==> src/rtl/scs_defs.vh <==
`ifndef SCS_DEFS_VH
`define SCS_DEFS_VH
// Register reset values.
`define SCS_SELECT_RST 8'hff
`define SCS_SERIAL_RST 8'hff
`define SCS_DIAG_RST 8'hff
// Command codes: upper six bits of the control byte.
`define SCS_CMD_WR_STATE 6'h26
`define SCS_CMD_RD_STATE 6'h25
`define SCS_CMD_WR_SELECT 6'h2a
`define SCS_CMD_RD_SELECT 6'h29
`define SCS_CMD_READ_DIAGNOSIS_CMD 6'h20
// Address bits 7:6 of the control byte must read 2'b10.
`define SCS_ADDR_CODE 2'h2
// Frame length in serial clock falling edges.
`define SCS_FRAME_BITS 5'h10
// Channel status codes.
`define SCS_ST_OK 2'h3
`define SCS_ST_OVERLOAD 2'h2
`define SCS_ST_OPEN 2'h1
`define SCS_ST_SHORT_GND 2'h0
`endif

==> src/rtl/scs_switch_ctrl.v <==
`include "scs_defs.vh"

module scs_switch_ctrl (
  input wire clk,
  input wire reset,
  input wire reset_n_pin,
  input wire cs_n,
  input wire sclk,
  input wire si,
  output reg so_out,
  output reg so_oe_n,
  input wire [5:0] parallel_input_pin,
  input wire input_polarity_pin,
  input wire [5:0] ch_overload,
  input wire [5:0] ch_open_load,
  input wire [5:0] ch_short_gnd,
  input wire [5:0] ch_overtemp,
  output reg [5:0] power_output,
  output reg fault_n
);
  ////////////////////////////////////////////////////////////////////////////
  // Pin synchronisation.
  // Every pin, including the serial clock, is sampled by clk. The link
  // therefore needs several clk periods per serial clock half period, and
  // the fault inputs are seen a few clocks late. That is acceptable for
  // latched diagnosis.
  wire [3:0] ctl_s;
  wire [5:0] par_s;
  wire pol_s;
  wire [23:0] flt_s;

  // The reset values match the idle pins, so no false edge follows reset.
  scs_sync #(.W(4), .INIT(4'hc)) u_ctl (
    .clk(clk),
    .reset(reset),
    .d({reset_n_pin, cs_n, sclk, si}),
    .q(ctl_s)
  );
  scs_sync #(.W(7), .INIT(7'h7f)) u_par (
    .clk(clk),
    .reset(reset),
    .d({input_polarity_pin, parallel_input_pin}),
    .q({pol_s, par_s})
  );
  scs_sync #(.W(24), .INIT(24'h000000)) u_flt (
    .clk(clk),
    .reset(reset),
    .d({ch_overtemp, ch_short_gnd, ch_open_load, ch_overload}),
    .q(flt_s)
  );

  wire rst_pin_n = ctl_s[3];
  wire csn = ctl_s[2];
  wire sck = ctl_s[1];
  wire sdi = ctl_s[0];
  wire [5:0] ovl = flt_s[5:0];
  wire [5:0] opl = flt_s[11:6];
  wire [5:0] short_to_ground = flt_s[17:12];
  wire [5:0] otp = flt_s[23:18];

  // Edges of the synchronised chip select and serial clock. Clock edges
  // count only while chip select is low, so idle toggling is ignored.
  reg csn_d_r;
  reg sck_d_r;
  always @(posedge clk) begin
    if (reset) begin
      csn_d_r <= 1'b1;
      sck_d_r <= 1'b0;
    end else begin
      csn_d_r <= csn;
      sck_d_r <= sck;
    end
  end
  wire cs_fall = csn_d_r & ~csn;
  wire cs_rise = ~csn_d_r & csn;
  wire sck_rise = ~sck_d_r & sck & ~csn;
  wire sck_fall = sck_d_r & ~sck & ~csn;

  ////////////////////////////////////////////////////////////////////////////
  // Latched per-channel fault status.
  // Each channel keeps the worst fault seen since the last clearing frame.
  // Short to ground beats open load, which beats overload or overtemp.
  // A clear restarts from the no-fault code and still applies the faults
  // of that cycle, so an event in the clearing cycle is never lost.
  wire [11:0] diag_st;
  reg ot_n_r;
  wire clear_req;
  genvar k;
  generate
    for (k = 0; k < 6; k = k + 1) begin : g_diag
      reg [1:0] st_r;
      reg [1:0] base;
      reg [1:0] st_nxt;
      always @* begin
        base = clear_req ? `SCS_ST_OK : st_r;
        st_nxt = base;
        if (short_to_ground[k]) begin
          st_nxt = `SCS_ST_SHORT_GND;
        end else if (opl[k] && base != `SCS_ST_SHORT_GND) begin
          st_nxt = `SCS_ST_OPEN;
        end else if ((ovl[k] || otp[k]) && base == `SCS_ST_OK) begin
          st_nxt = `SCS_ST_OVERLOAD;
        end
      end
      always @(posedge clk) begin
        if (reset || !rst_pin_n) begin
          st_r <= `SCS_ST_OK;
        end else begin
          st_r <= st_nxt;
        end
      end
      assign diag_st[2*k +: 2] = st_r;
    end
  endgenerate

  // Overtemp is one latched flag over all six sensors; set beats clear.
  always @(posedge clk) begin
    if (reset || !rst_pin_n) begin
      ot_n_r <= 1'b1;
    end else if (|otp) begin
      ot_n_r <= 1'b0;
    end else if (clear_req) begin
      ot_n_r <= 1'b1;
    end
  end
  wire common_fault_n = &diag_st & ot_n_r;

  ////////////////////////////////////////////////////////////////////////////
  // Serial frame engine.
  // Bits are taken on the synchronised falling edge of the serial clock
  // and counted; the count saturates so that an over-long frame can never
  // wrap back to sixteen. The device decides after two bits whether it is
  // addressed and only then drives the serial output. The second returned
  // byte is chosen as soon as the control byte is complete, which leaves
  // many clk periods before the next rising serial clock edge needs it.
  reg [15:0] shift_r;
  reg [4:0] cnt_r;
  reg addressed_r;
  reg [7:0] tx_r;
  reg [7:0] select_r;
  reg [7:0] state_r;
  // Control byte as it stands once all sixteen bits are in.
  wire [5:0] cmd = shift_r[15:10];
  wire read_diagnosis_cmd = (cmd == `SCS_CMD_READ_DIAGNOSIS_CMD);
  wire write_serial_state_cmd = (cmd == `SCS_CMD_WR_STATE);
  wire write_select_cmd = (cmd == `SCS_CMD_WR_SELECT);
  wire good_len = (cnt_r == `SCS_FRAME_BITS);
  // A frame is acted on only if it was addressed and exactly 16 long.
  wire frame_ok = cs_rise && addressed_r && good_len;
  wire [7:0] hi_byte = {2'h3, common_fault_n, ot_n_r,
                        diag_st[11:8]};
  wire [7:0] lo_byte = diag_st[7:0];

  // Second returned byte, picked when the eighth bit is taken. At that
  // edge bits 7 to 1 of the control byte sit in shift_r[6:0] and the last
  // bit is only arriving, so shift_r[6:1] holds the six code bits.
  wire [5:0] ctl_code = shift_r[6:1];
  reg [7:0] second_nxt;
  always @* begin
    case (ctl_code)
      `SCS_CMD_RD_STATE: begin
        second_nxt = {state_r[7:2], 2'h3};
      end
      `SCS_CMD_RD_SELECT: begin
        second_nxt = {select_r[7:2], 2'h3};
      end
      default: begin
        second_nxt = lo_byte;
      end
    endcase
  end

  // Serial output bit for the current pulse. The first byte comes from the
  // live status, so a fault seen during the frame is not hidden.
  wire [2:0] bit_pos = 3'h7 - cnt_r[2:0];
  wire so_bit = (cnt_r < 5'h08) ? hi_byte[bit_pos] : tx_r[bit_pos];
  wire drive_ok = addressed_r ||
                  (cnt_r == 5'h02 && shift_r[1:0] == `SCS_ADDR_CODE);

  assign clear_req = frame_ok && read_diagnosis_cmd;

  always @(posedge clk) begin
    if (reset || !rst_pin_n) begin
      shift_r <= 16'h0000;
      cnt_r <= 5'h00;
      addressed_r <= 1'b0;
      tx_r <= 8'hff;
      so_out <= 1'b0;
      so_oe_n <= 1'b1;
    end else begin
      // The output is released as soon as chip select is seen high.
      if (csn) begin
        so_oe_n <= 1'b1;
      end
      if (cs_fall) begin
        cnt_r <= 5'h00;
        addressed_r <= 1'b0;
        tx_r <= hi_byte;
        so_oe_n <= 1'b1;
      end
      if (sck_fall) begin
        shift_r <= {shift_r[14:0], sdi};
        if (cnt_r != 5'h1f) begin
          cnt_r <= cnt_r + 5'h01;
        end
        if (cnt_r == 5'h01) begin
          addressed_r <= ({shift_r[0], sdi} == `SCS_ADDR_CODE);
        end
        if (cnt_r == 5'h07) begin
          // Control byte complete: pick the second byte.
          tx_r <= second_nxt;
        end
      end
      if (sck_rise && cnt_r >= 5'h02 && cnt_r < `SCS_FRAME_BITS) begin
        // The first two bits are never driven, so the output stays
        // released while the address bits are still arriving.
        if (drive_ok) begin
          so_oe_n <= 1'b0;
          so_out <= so_bit;
        end
      end
    end
  end

  ////////////////////////////////////////////////////////////////////////////
  // Register writes land at the end of a good frame only; a cut or long
  // frame, or one not addressed to this device, leaves both untouched.
  always @(posedge clk) begin
    if (reset || !rst_pin_n) begin
      select_r <= `SCS_SELECT_RST;
      state_r <= `SCS_SERIAL_RST;
    end else if (frame_ok) begin
      if (write_serial_state_cmd) begin
        state_r <= {shift_r[7:2], 2'h3};
      end
      if (write_select_cmd) begin
        select_r <= {shift_r[7:2], 2'h3};
      end
    end
  end

  ////////////////////////////////////////////////////////////////////////////
  // Power stage control truth table.
  // Register contents only change at the end of a good frame, so the
  // stages switch to new settings there. In parallel mode the stages
  // follow the synchronised pins, a few clocks behind them.
  wire [5:0] on_nxt;
  genvar g;
  generate
    for (g = 0; g < 6; g = g + 1) begin : g_ch
      reg on_ch;
      always @* begin
        if (select_r[g+2]) begin
          // Parallel control: on when the pin matches the polarity level.
          on_ch = (par_s[g] == pol_s);
        end else begin
          // Serial control: the state bits are active low.
          on_ch = ~state_r[g+2];
        end
      end
      assign on_nxt[g] = on_ch;
    end
  endgenerate

  always @(posedge clk) begin
    if (reset || !rst_pin_n) begin
      power_output <= 6'h00;
    end else begin
      power_output <= on_nxt;
    end
  end

  // The fault pin repeats the common flag one clock later, so it still
  // shows a fault for one clock after the clearing frame has cleared it.

  always @(posedge clk) begin
    if (reset || !rst_pin_n) begin
      fault_n <= 1'b1;
    end else begin
      fault_n <= common_fault_n;
    end
  end
endmodule // scs_switch_ctrl

==> src/rtl/scs_sync.v <==
// Three-stage synchroniser; the output changes once stages two and three
// agree, so a single-cycle glitch after the first stage is filtered.
module scs_sync #(
  parameter W = 1,
  parameter [W-1:0] INIT = {W{1'b0}}
) (
  input wire clk,
  input wire reset,
  input wire [W-1:0] d,
  output reg [W-1:0] q
);
  reg [W-1:0] s1_r;
  reg [W-1:0] s2_r;
  reg [W-1:0] s3_r;
  integer i;

  always @(posedge clk) begin
    if (reset) begin
      s1_r <= INIT;
      s2_r <= INIT;
      s3_r <= INIT;
      q <= INIT;
    end else begin
      s1_r <= d;
      s2_r <= s1_r;
      s3_r <= s2_r;
      for (i = 0; i < W; i = i + 1) begin
        if (s2_r[i] == s3_r[i]) begin
          q[i] <= s3_r[i];
        end
      end
    end
  end
endmodule // scs_sync

==> config.mk <==
export PLATFORM = sky130hd
export DESIGN_NAME = scs_switch_ctrl
export DESIGN_NICKNAME = d
export VERILOG_FILES = /design/src/rtl/scs_switch_ctrl.v /design/src/rtl/scs_sync.v
export VERILOG_INCLUDE_DIRS = /design/src /design/src/rtl
export SDC_FILE = /design/constraint.sdc
export NUM_CORES = 1
export LEC_CHECK = 0
export BUFFER_PORTS_ARGS = -buffer_cell sky130_fd_sc_hd__buf_4
export CAP_MARGIN = 20
export CORE_MARGIN = 1.5
export CORE_UTILIZATION = 40
export CTS_CLUSTER_SIZE = 8
export DETAILED_ROUTE_END_ITERATION = 10
export HOLD_SLACK_MARGIN = 0.02
export PLACE_DENSITY_LB_ADDON = 0.3
export SLEW_MARGIN = 25
export SYNTH_ARGS = -nofsm -noshare
export SYNTH_HDL_FRONTEND = slang
export SYNTH_SLANG_ARGS = --single-unit
==> constraint.sdc <==
create_clock -name clk -period 5.1 [get_ports clk]
set_input_delay 0 -clock clk [delete_from_list [all_inputs] [get_ports clk]]
set_output_delay 0 -clock clk [all_outputs]
set_load 0.01 [all_outputs]
==> flow_metrics.env <==
export IMPL_die_h_um=137
export IMPL_irDropWorstVdd_uv=246
export IMPL_die_w_um=137
export IMPL_synth_edff_count=0
export IMPL_cp_end_kind="flop"
export IMPL_die_area_um2=18700
export IMPL_max_clock_path_buffers=3
export IMPL_nets=854
export IMPL_setup_viol=0
export IMPL_syn_instance_count=737
export IMPL_cts_tree="built"
export IMPL_place_congestion=0.814
export IMPL_cts_root_buffer="clkbuf_16"
export IMPL_power_density_nw_per_um2=385
export IMPL_skew_ps=10.3
export IMPL_multiInputGateArea_um2=2860
export IMPL_dr_total_vias=5060
export IMPL_setup_ws_ps=2990
export IMPL_rows=48
export IMPL_max_clock_freq_mhz=473
export IMPL_timing_final_crit_share_pct=41.5
export IMPL_antenna_cells=0
export IMPL_critPathKind="flop to flop"
export IMPL_grt_pass1_wl_mm=22.3
export IMPL_grt_overflow_total=0
export IMPL_seqCellArea_um2=4120
export IMPL_worstPathRequired_ps=5480
export IMPL_synth_nets=778
export IMPL_syn_area_um2=7150
export IMPL_initial_utilization_pct=41.1
export IMPL_netlist_area_leader_share_pct=57.6
export IMPL_p_leak_nw=3.28
export IMPL_clk_latency_ps=510
export IMPL_cts_setup_buffers=0
export IMPL_pre_cts_slack_ps=3010
export IMPL_grt_max_degree=95
export IMPL_dr_pass1_iters=4
export IMPL_rsz0062_at_grt="false"
export IMPL_drc=0
export IMPL_wirelength_mm=13.2
export IMPL_clkSlewWorstSetupHoldPaths_ps=50
export IMPL_crit_arrival_ps=2490
export IMPL_maxCapViolCount=0
export IMPL_ant_nets=0
export IMPL_ys_types=46
export IMPL_area_delta_synth_final_pct=22.4
export IMPL_grt_pass1_vias=4605
export IMPL_yosys_area_top_type="dfxtp_1"
export IMPL_syn_area_per_cell_um2=9.71
export IMPL_hold_viol_final=0
export IMPL_max_slew_margin_pct=34.4
export IMPL_fin_crit_ps=2110
export IMPL_critPathMaxFanout=13
export IMPL_core_area_um2=17400
export IMPL_holdWs_ps=217
export IMPL_synthArstFlopShare_pct=0
export IMPL_viasPerCell=4.88
export IMPL_report_final_slew_viol_count=0
export IMPL_drt_iter0_drc=333
export IMPL_total_power_w=0.00337
export IMPL_synth_area_leaders="dfxtp_1 58%, nor2b_1 7.2%, a21oi_1 4.5%"
export IMPL_wl_per_cell_um=12.7
export IMPL_grt_total_usage_pct=14.7
export IMPL_yosysWarnings=0
export IMPL_drive_gt1_share_pct=14.4
export IMPL_fillers=1592
export IMPL_yosys_register_bits=206
export IMPL_cts_sinks=206
export IMPL_cp_start_kind="flop"
export IMPL_ys_seq_area_share_pct=57.6
export IMPL_ys_flop_type="dfxtp_1"
export IMPL_setup_tns_ps=0
export IMPL_dp_hpwl_mm=8.24
export IMPL_num_io_pins=46
export IMPL_antenna_found_initial=0
export IMPL_htree_num_levels=1
export IMPL_outcome="complete, no violations"
export IMPL_numPortBuffers=45
export IMPL_worstMarginPinSlew_ps=971
export IMPL_cts_inserted_buffers=29
export IMPL_hold_class="input port to flop"
-- where the power goes --
group	internal, W	switching [W]
clock network	0.000998	0.000592
logic	0.0000660	0.0000442
registers	0.00165	0.0000155
-- area by class of cell --
cell class / instances / area share (%)
sequential: 206 / 47.1
tap: 225 / 3.22
multi-input combinational: 487 / 32.7
timing repair buffer: 86 / 8.46
inverter: 3 / 0.129
clock buffer: 30 / 8.45
-- synthesized netlist by cell type (4+ instances only) --
cell / count
nor2b_1: 82
buf_2: 4
o31ai_1: 13
xnor2_1: 7
o21ai_0: 42
nand3_1: 9
o211ai_1: 8
a211oi_1: 7
ha_1: 4
o22ai_1: 7
a21oi_1: 65
or2_2: 28
mux2i_1: 18
clkbuf_1: 32
nand2b_1: 13
nor3_1: 12
nor2_1: 51
dfxtp_1: 206
nand2_1: 78
o21bai_1: 9
o311ai_0: 5
-- logic make-up after synthesis --
family / synth area share (%)
simple gates: 21.9
flops: 57.6
compound gates: 13.4
buf+inv: 2.54
mux: 2.99
xor+xnor: 0.857
fa+ha+maj: 0.700
-- critical path: stages, from the launching register on --
cell and delay, ps:
dfxtp_1 440, inv_1 170, ha_1 150, and4b_1 270
and4_1 530, nor2_1 110, nor3_1 220, o31ai_1 80
-- registers in the layout (all words and copies together), names as in the netlist, 8 cells and up --
| name | flops |
|---|---|
| tx_r | 8 |
| u_flt.s2_r | 24 |
| u_flt.q | 24 |
| u_flt.s3_r | 24 |
| u_flt.s1_r | 24 |
| shift_r | 16 |
| g_diag.st_r | 12 |
-- stage by stage --
| stage | cells | util, % | instance area (um2) |
|---|---|---|---|
| 2_1_floorplan | 737 | - | 7150 |
| 3_3_place_gp | 969 | 43.8 | 7630 |
| 3_5_place_dp | 969 | 43.8 | 7640 |
| 4_1_cts | 1037 | 50.3 | 8760 |
| 5_1_grt | 1037 | 50.3 | 8760 |
| 6_report | 1037 | 50.3 | 8760 |
-- metal layers --
layer,wire length [um],track usage [%],vias to the layer above
li1,-,-,2640
met1,6340,20.6,2304
met2,5940,23.0,97
met3,696,2.70,19
met4,193,4.85,0
met5,0,0,-
-- cell usage in the layout, fill, tap and decap left out, types with 3 or more instances in the layout --
master	n
a31oi_1	3
ha_1	4
nand4_1	3
nor3_1	12
nand3_1	9
o22ai_1	7
o21ai_0	42
nor2b_1	81
nand2b_1	12
a21oi_1	65
buf_4	48
o31ai_1	13
o21bai_1	9
dlygate4sd3_1	38
o211ai_1	8
a211oi_1	7
o311ai_0	5
or2_2	28
clkbuf_16	29
nand2_1	78
xnor2_1	7
dfxtp_1	206
inv_1	3
mux2i_1	18
nor2_1	51
-- path summary, 6_finish.rpt --
path / from / end / slack, ps / cells after the start
worst min register to register: u_par.s1_r[0] / u_par.s2_r[0] / 400 / 1
worst max-delay path: cnt_r[1] / g_diag[5].st_r[0] / 2990 / 7
worst max register to register: cnt_r[1] / g_diag[5].st_r[0] / 2990 / 7
worst min-delay path: parallel_input_pin[3] / u_par.s1_r[3] / 220 / 3
-- what timing repair did --
item	CTS	global route
resized for setup	0	0
hold buffers	38	0
endpoints found under the hold margin	53	0
No activity file was read; power rests on OpenSTA's default activity.
